`config.mk`:
```
export PLATFORM = sky130hd
export DESIGN_NAME = meter_core
export DESIGN_NICKNAME = d
export VERILOG_FILES = /design/src/meter_pkg.sv /design/src/meter_core.sv /design/src/meter_serial_slave.sv
export SDC_FILE = /design/constraint.sdc
export NUM_CORES = 2
export LEC_CHECK = 0
export BUFFER_PORTS_ARGS = -buffer_cell sky130_fd_sc_hd__buf_2
export CAP_MARGIN = 20
export CORE_ASPECT_RATIO = 1.2
export CORE_MARGIN = 3
export CORE_UTILIZATION = 30
export DETAILED_ROUTE_END_ITERATION = 8
export GPL_TIMING_DRIVEN = 0
export PLACE_DENSITY_LB_ADDON = 0.1
export REMOVE_ABC_BUFFERS = 1
export SETUP_SLACK_MARGIN = 0.4
export SYNTH_ARGS = -nofsm -noshare
export SYNTH_HDL_FRONTEND = slang
export SYNTH_SLANG_ARGS = --single-unit
```
`constraint.sdc`:
```
create_clock -name clk -period 55.8 [get_ports clk]
set_clock_uncertainty 0.2 [all_clocks]
set_input_delay 8.37 -clock clk [delete_from_list [all_inputs] [get_ports clk]]
set_output_delay 8.37 -clock clk [all_outputs]
set_load 0.01 [all_outputs]
```
`src/meter_pkg.sv`:
```
// Constants for the metering port and status pins.
// Assumes one 200 MHz clock; pins are sampled into it.
//
// Overview of operation
// Chip select low addresses the port; while high the serial bus is ignored.
// Serial transfers are timed only by the host serial clock.
// Each outgoing data bit is launched at a serial clock rising edge.
// Serial data output is released except while driving read data.
// Each incoming data bit is captured at a serial clock falling edge.
// Interrupt pin is active low open drain.
// Interrupt sources: energy rollover, energy half level, new waveform sample; each maskable.
// Sag pin pulls low on missing zero crossings or low voltage for set half cycles.
// Zero-cross output follows the sign of the filtered voltage channel.
// Pulse output frequency follows active power, scaled by the pulse divider setting.
// Current channel gain 1,2,4,8,16 and full-scale range 1, 0.5, 0.25 V.
// Voltage channel gain 1,2,4,8,16 with one fixed range.
// Signal processing is paced by the master clock input.
// Current channel phase correction cancels the high-pass filter phase lead.
// Enabled current high-pass filter removes DC offset before the power product.
// Reset holds all logic, serial port included.
////////////////////////////////////////////////////////////////////////////////
package meter_pkg;

    // Serial frame layout
    localparam int CMD_BITS      = 8;
    localparam int DATA_BITS     = 24;
    localparam int FRAME_BITS    = 32;
    localparam int CMD_WRITE_BIT = 7;
    localparam int ADDR_W        = 4;

    // Register addresses in the command byte
    localparam logic [3:0] ADDR_WAVE    = 4'h0;
    localparam logic [3:0] ADDR_MODE    = 4'h1;
    localparam logic [3:0] ADDR_MASK    = 4'h2;
    localparam logic [3:0] ADDR_STATUS  = 4'h3;
    localparam logic [3:0] ADDR_GAIN    = 4'h4;
    localparam logic [3:0] ADDR_PDIV    = 4'h5;
    localparam logic [3:0] ADDR_SAGLVL  = 4'h6;
    localparam logic [3:0] ADDR_SAGCYC  = 4'h7;
    localparam logic [3:0] ADDR_ENERGY  = 4'h8;

    // Field positions
    localparam int MODE_HPF_BIT   = 0;
    localparam int GAIN_CH1_LSB   = 0;
    localparam int GAIN_RANGE_LSB = 3;
    localparam int GAIN_CH2_LSB   = 5;
    localparam int STAT_ROLL_BIT  = 0;
    localparam int STAT_HALF_BIT  = 1;
    localparam int STAT_WAVE_BIT  = 2;

    // Register widths and reset values
    localparam int PDIV_W = 12;
    localparam logic [0:0]  MODE_RST   = 1'h1;
    localparam logic [2:0]  MASK_RST   = 3'h0;
    localparam logic [7:0]  GAIN_RST   = 8'h00;
    localparam logic [11:0] PDIV_RST   = 12'h000;
    localparam logic [15:0] SAGLVL_RST = 16'h0000;
    localparam logic [7:0]  SAGCYC_RST = 8'h00;

    // Datapath sizes
    localparam int SAMPLE_W = 16;
    localparam int WIDE_W   = 24;
    localparam int ENERGY_W = 40;

    // Timing in master clock edges
    localparam int MASTER_CLK_HZ   = 3_579_545;
    localparam int NO_ZX_MS        = 50;
    localparam int NO_ZX_TICKS     = MASTER_CLK_HZ / 1000 * NO_ZX_MS;
    localparam int SAMPLE_DIV      = 128;
    localparam int CF_PULSE_TICKS  = 64;

    // Filter and scaling shifts
    localparam int HPF_SHIFT    = 8;
    localparam int PHASE_SHIFT  = 4;
    localparam int ZX_LPF_SHIFT = 4;
    localparam int CF_SHIFT     = 16;

endpackage : meter_pkg

```
`src/meter_core.sv`:
```
// Metering core: registers, filters, energy, status pins.
// Assumes ADC words on clk; master clock and serial pins are async.
`timescale 1ns/1ps
module meter_core import meter_pkg::*; #(
    parameter int NO_ZX_LIMIT = NO_ZX_TICKS,
    parameter int SAMPLE_RATE_DIV = SAMPLE_DIV
) (
    input  wire logic                       clk,
    input  wire logic                       rst,
    input  wire logic                       chipSelectN,
    input  wire logic                       serialClk,
    input  wire logic                       serialDataIn,
    output logic                            serialDataOut,
    output logic                            serialDataOe,
    input  wire logic                       master_clock_in,
    input  wire logic signed [SAMPLE_W-1:0] current_channel_inputs,
    input  wire logic signed [SAMPLE_W-1:0] voltage_channel_inputs,
    output logic                            interrupt_request_n,
    output logic                            irqOe,
    output logic                            sagLowN,
    output logic                            sagOe,
    output logic                            zero_cross_out,
    output logic                            power_pulse_out
);

    localparam int DIV_W = $clog2(SAMPLE_RATE_DIV);
    localparam int ZXC_W = $clog2(NO_ZX_LIMIT + 1);

    // Refuse settings the counters cannot serve
    if (SAMPLE_RATE_DIV < 2 || NO_ZX_LIMIT < 2) begin : g_param_check
        $error("meter_core: parameter below 2");
    end

    ////////////////////////////////////////////////////////////////////////////
    // Helper functions
    function automatic logic [2:0] gainShift(input logic [2:0] code);
        gainShift = (code > 3'd4) ? 3'd4 : code;
    endfunction : gainShift

    function automatic logic [2:0] rangeShift(input logic [1:0] code);
        rangeShift = (code == 2'd3) ? 3'd2 : {1'b0, code};
    endfunction : rangeShift

    function automatic logic signed [WIDE_W-1:0] scaleSample(
        input logic signed [SAMPLE_W-1:0] x,
        input logic        [2:0]          sh
    );
        logic signed [WIDE_W-1:0] ext;
        ext = {{(WIDE_W-SAMPLE_W){x[SAMPLE_W-1]}}, x};
        scaleSample = ext <<< sh;
    endfunction : scaleSample

    ////////////////////////////////////////////////////////////////////////////
    // Serial port
    logic [ADDR_W-1:0]    rdAddr, wrAddr;
    logic                 rdStrobe, wrStrobe;
    logic [DATA_BITS-1:0] wrData, rdData;

    meter_serial_slave u_serial (
        .clk           (clk),
        .rst           (rst),
        .chipSelectN   (chipSelectN),
        .serialClk     (serialClk),
        .serialDataIn  (serialDataIn),
        .rdData        (rdData),
        .rdAddr        (rdAddr),
        .rdStrobe      (rdStrobe),
        .wrStrobe      (wrStrobe),
        .wrAddr        (wrAddr),
        .wrData        (wrData),
        .serialDataOut (serialDataOut),
        .serialDataOe  (serialDataOe)
    );

    ////////////////////////////////////////////////////////////////////////////
    // Master clock edges and sample divider
    logic             mclkS1_reg, mclkS2_reg, mclkPrev_reg;
    logic [DIV_W-1:0] divCnt_reg;

    wire mTick      = mclkS2_reg & ~mclkPrev_reg;
    wire sampleTick = mTick && (divCnt_reg == DIV_W'(SAMPLE_RATE_DIV - 1));

    // Two stages, then edge find
    always_ff @(posedge clk) begin
        if (rst) begin
            mclkS1_reg   <= 1'b0;
            mclkS2_reg   <= 1'b0;
            mclkPrev_reg <= 1'b0;
            divCnt_reg   <= '0;
        end else begin
            mclkS1_reg   <= master_clock_in;
            mclkS2_reg   <= mclkS1_reg;
            mclkPrev_reg <= mclkS2_reg;
            if (mTick) begin
                divCnt_reg <= sampleTick ? '0 : divCnt_reg + DIV_W'(1);
            end
        end
    end

    ////////////////////////////////////////////////////////////////////////////
    // Software registers
    logic              modeHpf_reg;
    logic [2:0]        mask_reg;
    logic [7:0]        gain_reg;
    logic [PDIV_W-1:0] pulse_divider_setting_reg;
    logic [15:0]       sagLevel_reg;
    logic [7:0]        sagCycles_reg;

    // Writes from the serial port
    always_ff @(posedge clk) begin
        if (rst) begin
            modeHpf_reg               <= MODE_RST[0];
            mask_reg                  <= MASK_RST;
            gain_reg                  <= GAIN_RST;
            pulse_divider_setting_reg <= PDIV_RST;
            sagLevel_reg              <= SAGLVL_RST;
            sagCycles_reg             <= SAGCYC_RST;
        end else if (wrStrobe) begin
            case (wrAddr)
                ADDR_MODE:   modeHpf_reg               <= wrData[MODE_HPF_BIT];
                ADDR_MASK:   mask_reg                  <= wrData[2:0];
                ADDR_GAIN:   gain_reg                  <= wrData[7:0];
                ADDR_PDIV:   pulse_divider_setting_reg <= wrData[PDIV_W-1:0];
                ADDR_SAGLVL: sagLevel_reg              <= wrData[15:0];
                ADDR_SAGCYC: sagCycles_reg             <= wrData[7:0];
                default:     ;
            endcase
        end
    end

    ////////////////////////////////////////////////////////////////////////////
    // Scaling, current high-pass and phase correction
    logic signed [31:0]       dcAcc_reg;
    logic signed [WIDE_W-1:0] iPrev_reg;

    wire [2:0] iShift = 3'(gainShift(gain_reg[GAIN_CH1_LSB +: 3])
                        + rangeShift(gain_reg[GAIN_RANGE_LSB +: 2]));
    wire [2:0] vShift = gainShift(gain_reg[GAIN_CH2_LSB +: 3]);
    wire signed [WIDE_W-1:0] iScaled = scaleSample(current_channel_inputs, iShift);
    wire signed [WIDE_W-1:0] vScaled = scaleSample(voltage_channel_inputs, vShift);
    wire signed [WIDE_W-1:0] dcEst   = dcAcc_reg[HPF_SHIFT +: WIDE_W];
    wire signed [WIDE_W-1:0] hpOut   = modeHpf_reg ? iScaled - dcEst : iScaled;
    wire signed [31:0]       dcNext  = dcAcc_reg + {{(32-WIDE_W){hpOut[WIDE_W-1]}}, hpOut};
    wire signed [WIDE_W-1:0] lagDiff = iPrev_reg - hpOut;
    wire signed [WIDE_W-1:0] iCorr   = hpOut + (lagDiff >>> PHASE_SHIFT);

    // Filter state advances once per sample
    always_ff @(posedge clk) begin
        if (rst) begin
            dcAcc_reg <= '0;
            iPrev_reg <= '0;
        end else if (sampleTick) begin
            if (modeHpf_reg) begin
                dcAcc_reg <= dcNext;
            end
            iPrev_reg <= hpOut;
        end
    end

    ////////////////////////////////////////////////////////////////////////////
    // Active power and energy accumulation
    logic signed [ENERGY_W-1:0] energy_reg;
    logic signed [WIDE_W-1:0]   wave_reg;

    wire signed [2*WIDE_W-1:0]  product    = iCorr * vScaled;
    wire signed [31:0]          power      = product[2*WIDE_W-1:16];
    wire signed [ENERGY_W-1:0]  powerExt   = {{(ENERGY_W-32){power[31]}}, power};
    wire signed [ENERGY_W-1:0]  energyNext = energy_reg + powerExt;
    wire rollEvt = sampleTick && (energy_reg[ENERGY_W-1] == powerExt[ENERGY_W-1])
                   && (energyNext[ENERGY_W-1] != energy_reg[ENERGY_W-1]);
    wire halfEvt = sampleTick && !energy_reg[ENERGY_W-2] && energyNext[ENERGY_W-2]
                   && !energyNext[ENERGY_W-1];
    wire waveEvt = sampleTick;

    // Energy and waveform update each sample
    always_ff @(posedge clk) begin
        if (rst) begin
            energy_reg <= '0;
            wave_reg   <= '0;
        end else if (sampleTick) begin
            energy_reg <= energyNext;
            wave_reg   <= iCorr;
        end
    end

    ////////////////////////////////////////////////////////////////////////////
    // Interrupt status and open-drain request pin
    logic [2:0] status_reg;

    wire [2:0] events     = {waveEvt, halfEvt, rollEvt};
    wire       statusRead = rdStrobe && (wrAddr == ADDR_STATUS);
    wire [2:0] statusNext = (status_reg & ~(statusRead ? status_reg : 3'h0)) | events;

    // Set wins over a read clear
    always_ff @(posedge clk) begin
        if (rst) begin
            status_reg          <= '0;
            irqOe               <= 1'b0;
            interrupt_request_n <= 1'b0;
        end else begin
            status_reg <= statusNext;
            irqOe      <= |(statusNext & mask_reg);
        end
    end

    ////////////////////////////////////////////////////////////////////////////
    // Zero crossing and sag detection
    logic signed [WIDE_W-1:0] vLpf_reg;
    logic [ZXC_W-1:0]         noZxCnt_reg;
    logic [WIDE_W-1:0]        peak_reg;
    logic [7:0]               lowHalves_reg;

    wire signed [WIDE_W-1:0] vLpfNext = vLpf_reg + ((vScaled - vLpf_reg) >>> ZX_LPF_SHIFT);
    wire              zxNext   = ~vLpfNext[WIDE_W-1];
    wire              zxEvt    = sampleTick && (zxNext != zero_cross_out);
    wire [WIDE_W-1:0] vAbs     = vLpfNext[WIDE_W-1] ? WIDE_W'(-vLpfNext) : vLpfNext;
    wire [WIDE_W-1:0] peakNext = (vAbs > peak_reg) ? vAbs : peak_reg;
    wire              halfLow  = peakNext < {{(WIDE_W-16){1'b0}}, sagLevel_reg};
    wire              noZx     = noZxCnt_reg == ZXC_W'(NO_ZX_LIMIT);
    wire              lowSag   = (sagCycles_reg != 8'h00)
                                 && (lowHalves_reg >= sagCycles_reg);
    wire              sagNext  = noZx || lowSag;

    // Sign, half-cycle peak and crossing watchdog
    always_ff @(posedge clk) begin
        if (rst) begin
            vLpf_reg       <= '0;
            zero_cross_out <= 1'b0;
            noZxCnt_reg    <= '0;
            peak_reg       <= '0;
            lowHalves_reg  <= '0;
            sagOe          <= 1'b0;
            sagLowN        <= 1'b0;
        end else begin
            if (sampleTick) begin
                vLpf_reg       <= vLpfNext;
                zero_cross_out <= zxNext;
                peak_reg       <= zxEvt ? '0 : peakNext;
            end
            if (zxEvt) begin
                noZxCnt_reg <= '0;
                if (halfLow) begin
                    lowHalves_reg <= (lowHalves_reg == 8'hFF) ? lowHalves_reg
                                     : lowHalves_reg + 8'd1;
                end else begin
                    lowHalves_reg <= '0;
                end
            end else if (mTick && !noZx) begin
                noZxCnt_reg <= noZxCnt_reg + ZXC_W'(1);
            end
            sagOe <= sagNext;
        end
    end

    ////////////////////////////////////////////////////////////////////////////
    // Energy to pulse frequency conversion
    logic [ENERGY_W-1:0] cfAcc_reg;
    logic [7:0]          pulseCnt_reg;

    wire [ENERGY_W-1:0] posPower  = power[31] ? '0 : ENERGY_W'(power);
    wire [ENERGY_W-1:0] cfSum     = cfAcc_reg + posPower;
    wire [ENERGY_W-1:0] cfThresh  = ENERGY_W'({pulse_divider_setting_reg, {CF_SHIFT{1'b0}}})
                                    + (ENERGY_W'(1) << CF_SHIFT);
    wire                cfFire    = sampleTick && (cfSum >= cfThresh);
    wire [7:0]          pulseNext = cfFire ? 8'(CF_PULSE_TICKS)
                                    : ((mTick && pulseCnt_reg != 8'h00)
                                       ? pulseCnt_reg - 8'd1 : pulseCnt_reg);

    // One fixed pulse per energy threshold
    always_ff @(posedge clk) begin
        if (rst) begin
            cfAcc_reg       <= '0;
            pulseCnt_reg    <= '0;
            power_pulse_out <= 1'b0;
        end else begin
            if (sampleTick) begin
                cfAcc_reg <= cfFire ? cfSum - cfThresh : cfSum;
            end
            pulseCnt_reg    <= pulseNext;
            power_pulse_out <= pulseNext != 8'h00;
        end
    end

    ////////////////////////////////////////////////////////////////////////////
    // Read data selection
    assign rdData = (rdAddr == ADDR_WAVE)   ? wave_reg :
                    (rdAddr == ADDR_MODE)   ? DATA_BITS'(modeHpf_reg) :
                    (rdAddr == ADDR_MASK)   ? DATA_BITS'(mask_reg) :
                    (rdAddr == ADDR_STATUS) ? DATA_BITS'(status_reg) :
                    (rdAddr == ADDR_GAIN)   ? DATA_BITS'(gain_reg) :
                    (rdAddr == ADDR_PDIV)   ? DATA_BITS'(pulse_divider_setting_reg) :
                    (rdAddr == ADDR_SAGLVL) ? DATA_BITS'(sagLevel_reg) :
                    (rdAddr == ADDR_SAGCYC) ? DATA_BITS'(sagCycles_reg) :
                    (rdAddr == ADDR_ENERGY) ? energy_reg[ENERGY_W-1 -: DATA_BITS] :
                    '0;

endmodule : meter_core

```
`src/meter_serial_slave.sv`:
```
// Serial slave: samples the port pins, frames commands.
// Assumes the host clock is far slower than clk.
`timescale 1ns/1ps
module meter_serial_slave import meter_pkg::*; (
    input  wire logic                 clk,
    input  wire logic                 rst,
    input  wire logic                 chipSelectN,
    input  wire logic                 serialClk,
    input  wire logic                 serialDataIn,
    input  wire logic [DATA_BITS-1:0] rdData,
    output logic      [ADDR_W-1:0]    rdAddr,
    output logic                      rdStrobe,
    output logic                      wrStrobe,
    output logic      [ADDR_W-1:0]    wrAddr,
    output logic      [DATA_BITS-1:0] wrData,
    output logic                      serialDataOut,
    output logic                      serialDataOe
);

    ////////////////////////////////////////////////////////////////////////////
    // Pin synchronisers
    logic csS1_reg, csS2_reg, sclkS1_reg, sclkS2_reg, sclkPrev_reg;
    logic dinS1_reg, dinS2_reg;

    // Two stages per pin plus edge history
    always_ff @(posedge clk) begin
        if (rst) begin
            csS1_reg     <= 1'b1;
            csS2_reg     <= 1'b1;
            sclkS1_reg   <= 1'b0;
            sclkS2_reg   <= 1'b0;
            sclkPrev_reg <= 1'b0;
            dinS1_reg    <= 1'b0;
            dinS2_reg    <= 1'b0;
        end else begin
            csS1_reg     <= chipSelectN;
            csS2_reg     <= csS1_reg;
            sclkS1_reg   <= serialClk;
            sclkS2_reg   <= sclkS1_reg;
            sclkPrev_reg <= sclkS2_reg;
            dinS1_reg    <= serialDataIn;
            dinS2_reg    <= dinS1_reg;
        end
    end

    ////////////////////////////////////////////////////////////////////////////
    // Edge and phase decode
    logic [5:0]           bitCnt_reg;
    logic [CMD_BITS-2:0]  cmdShift_reg;
    logic [DATA_BITS-1:0] inShift_reg;
    logic [DATA_BITS-1:0] outShift_reg;
    logic                 isRead_reg;

    wire                selected = ~csS2_reg;
    wire                sclkRise = sclkS2_reg & ~sclkPrev_reg;
    wire                sclkFall = ~sclkS2_reg & sclkPrev_reg;
    wire                inCmd    = bitCnt_reg < 6'(CMD_BITS);
    wire                cmdLast  = bitCnt_reg == 6'(CMD_BITS - 1);
    wire                dataLast = bitCnt_reg == 6'(FRAME_BITS - 1);
    wire [CMD_BITS-1:0] cmdFull  = {cmdShift_reg, dinS2_reg};
    wire                cmdWrite = cmdFull[CMD_WRITE_BIT];
    wire                launch   = sclkRise & isRead_reg & ~inCmd
                                   & (bitCnt_reg < 6'(FRAME_BITS));

    assign rdAddr = cmdFull[ADDR_W-1:0];

    // Capture on falls, launch on rises
    always_ff @(posedge clk) begin
        if (rst || !selected) begin
            bitCnt_reg    <= '0;
            cmdShift_reg  <= '0;
            inShift_reg   <= '0;
            outShift_reg  <= '0;
            isRead_reg    <= 1'b0;
            rdStrobe      <= 1'b0;
            wrStrobe      <= 1'b0;
            wrAddr        <= '0;
            wrData        <= '0;
            serialDataOut <= 1'b0;
            serialDataOe  <= 1'b0;
        end else begin
            rdStrobe <= 1'b0;
            wrStrobe <= 1'b0;
            if (sclkFall && bitCnt_reg < 6'(FRAME_BITS)) begin
                bitCnt_reg <= bitCnt_reg + 6'd1;
                if (inCmd) begin
                    cmdShift_reg <= cmdFull[CMD_BITS-2:0];
                end else begin
                    inShift_reg <= {inShift_reg[DATA_BITS-2:0], dinS2_reg};
                end
                if (cmdLast) begin
                    isRead_reg <= ~cmdWrite;
                    wrAddr     <= cmdFull[ADDR_W-1:0];
                    rdStrobe   <= ~cmdWrite;
                    if (!cmdWrite) begin
                        outShift_reg <= rdData;
                    end
                end
                if (dataLast && !isRead_reg) begin
                    wrStrobe <= 1'b1;
                    wrData   <= {inShift_reg[DATA_BITS-2:0], dinS2_reg};
                end
            end
            if (launch) begin
                serialDataOut <= outShift_reg[DATA_BITS-1];
                outShift_reg  <= {outShift_reg[DATA_BITS-2:0], 1'b0};
                serialDataOe  <= 1'b1;
            end
        end
    end

endmodule : meter_serial_slave

```
==> Flow_metrics.wiki <==
{| class="wikitable"
! Metric !! Value
|-
| Status || finished, final reports clean
|-
| Warnings, synthesis || 0
|-
| Number of flip-flops and latches in the synthesized netlist || 391
|-
| Cell depth of the worst min-delay path || 1
|-
| Final hold violations || 0
|-
| Highest cell delay on the worst timing path || 0.90 ns
|-
| Skew-Pair Late Insertion Delay || 0.64 ns
|-
| Wire length after detailed routing || 165 mm
|-
| Via total after detailed routing || 40965
|-
| Final ANT Viol Nets || 0
|-
| Count of boundary I/O pins || 46
|-
| Biggest area contributors in the synthesized netlist || fa_1 24%, dfxtp_1 16%, ha_1 10%, inv_1 6.6%, nand2_1 6.5%
|-
| Number of iterations in the first detailed-routing pass || 6
|-
| Area share of the largest cell type after synthesis || 23.7%
|-
| Core area || 0.165 sq mm
|-
| Tightest slew margin relative to the limit || 24.7%
|-
| Most frequently used flop master after synthesis || dfxtp_1
|-
| Share of final-layout standard cells stronger than drive strength 1 || 5.71%
|-
| Worst-margin pin slew || 1.12 ns
|-
| Chip Height || 454 microns
|-
| Number of enable-type register cells in the synthesized netlist || 0
|-
| Global-route wire length before repair || 258 mm
|-
| Classification of the worst setup path || primary input to register
|-
| Dominant cell type by area after synthesis || fa_1
|-
| Crit path time final || 32.78 ns
|-
| Share of async-settable or async-resettable flops after synthesis || 0%
|-
| Cts bufs inserted || 48
|-
| Final Net Count || 7130
|-
| Cells after synthesis || 6181
|-
| Final TNS setup || 0 ns
|-
| Storage cell area || 0.00783 sq mm
|-
| Count of port buffers added during placement || 43
|-
| Element type at the critical path end || register
|-
| Worst r2r path cells || 93
|-
| DRC violation count after routing || 0
|-
| Maximum count of clock buffers along a single path || 3
|-
| Final clock period utilization by the worst path || 58.8%
|-
| Worst-case setup margin in the final layout || 23.02 ns
|-
| Root buffer selected by CTS || clkbuf_16
|-
| CTS Sinks || 391
|-
| Post-place setup slack || 22.45 ns
|-
| Placed Area || 0.0537 sq mm
|-
| Number of violations of the max-capacitance limit || 0
|-
| Critical path fanouts, max || 20
|-
| Site Rows || 163
|-
| Summed instance area of the synthesized netlist || 0.0501 sq mm
|-
| Die extent in x || 379 microns
|-
| Global placement routability congestion || 0.822
|-
| Initial antenna violation count || 5
|-
| Path length in cells of the critical path || 92
|-
| H-tree levels || 2
|-
| Vias in the first global route || 42286
|-
| Starting Density || 30.4%
|-
| Half-perimeter wire length of the detailed placement result || 131 mm
|-
| Total Die Area || 0.172 sq mm
|-
| Most common library cells after synthesis || 883 x inv_1, 871 x nand2_1, 593 x fa_1
|-
| Final-report max-slew violation count || 0
|-
| CTS tree || built
|-
| Number of distinct standard cells referenced by the synthesized netlist || 105
|-
| Data arrival time of the critical path || 33.08 ns
|-
| Family with the most delay on the worst path || compound AO/OA/AOI/OAI gates
|-
| Final setup violating endpoints || 0
|-
| Routed length per placed instance || 20.0 microns
|-
| Total of fill cells in the finished design || 17546
|-
| Cell with the largest stage delay on the worst path || o2111ai_1
|-
| Startpoint type of the worst setup path || primary input
|-
| Clock slew at reported path FFs || 0.06 ns
|-
| Most common cell in the netlist || inv_1
|-
| Post-route cell area || 0.0554 sq mm
|-
| Area of combinational cells with multiple inputs || 0.0384 sq mm
|-
| Final global-route overflow total || 0
|-
| Total GRT Usage || 19.4%
|-
| Post-CTS Resized || 0
|-
| Synthesized area per cell || 8.11 sq um
|-
| Relative area change from synthesis to final layout || 10.6%
|-
| Detailed-route vias per instance || 4.95
|-
| CTS Hold Bufs || 0
|-
| Share of the yosys chip area belonging to registers || 15.6%
|-
| Largest net degree at the start of global routing || 118
|-
| Final Hold Slack || 0.211 ns
|-
| Crit path buf inv count || 11
|-
| CP Data Required Time || 56.10 ns
|-
| Worst hold path class || register to register
|-
| Cell repeated most along the worst path || fa_1
|-
| Detailed router's first-iteration violation count || 2184
|-
| Unrepaired setup endpoints after global routing || no
|-
| Maximum clock rate || 30.5 MHz
|-
| Total setup buffers inserted after CTS || 0
|}
==> metal layers <==
metal	track usage (%)	part of all wire [%]	vias to the layer above
met4	4.83	2.4	0
li1	-	-	20011
met1	26.1	46	20179
met2	33.5	49	620
met3	1.53	2.9	155
met5	0	0	-
==> final timing paths <==
kind,start,end,slack [ns]
max,current_channel_inputs[3],cfAcc_reg[37],23.02
min,u_serial.csS1_reg,u_serial.csS2_reg,0.21
max reg2reg,gain_reg[2],cfAcc_reg[37],28.94
min reg2reg,u_serial.csS1_reg,u_serial.csS2_reg,0.21
==> layout by cell type, fill, tap and decap left out, types with 60 or more instances in the layout <==
cell type,count
nor3_1,62
nand2_1,869
nor2_1,528
nand2b_1,60
a21oi_1,407
inv_1,883
xnor2_1,212
ha_1,409
and2_1,74
mux2i_1,98
a21o_1,116
o21ai_0,181
dfxtp_1,387
nand3_1,88
nor2b_1,99
xor2_1,114
fa_1,593
a211oi_1,76
==> logic make-up after synthesis <==
family	count (synthesis)	synth area share [%]
flops	391	15.6
buf+inv	1148	8.70
mux	126	2.70
other cells	1	0.00748
xor+xnor	355	6.20
simple gates	1996	17.9
compound gates	1152	14.8
fa+ha+maj	1012	34.1
==> final cells by class <==
class	count	share of cell area, %
Clock buffer	67	2.50
Antenna cell	4	0.0181
Sequential cell	391	14.1
Timing Repair Buffer	119	2.67
Multi-Input combinational cell	4643	69.2
Inverter	887	6.01
Clock inverter	21	0.603
Tap cell	2145	4.84
==> worst register-to-register path, delay by kind of cell (launching register included) <==
kind / cells / cell delay [ns]
AO/OA/AOI/OAI: 39 / 10.99
adder cells (fa/ha/maj): 16 / 6.64
AND/OR/NAND/NOR: 22 / 4.96
buffers and inverters: 10 / 1.81
multiplexers: 2 / 0.77
XOR/XNOR: 4 / 0.72
flip-flops: 1 / 0.65
==> metrics by stage <==
| stage | instances | utilization, % |
|---|---|---|
| 2_1_floorplan | 5921 | - |
| 3_3_place_gp | 8109 | 31.5 |
| 3_5_place_dp | 8184 | 32.5 |
| 4_1_cts | 8272 | 33.5 |
| 5_1_grt | 8274 | 33.6 |
| 6_report | 8277 | 33.6 |
Power is not shown: default switching activity piles up to over one toggle a cycle in this logic, so the estimate is an artifact.
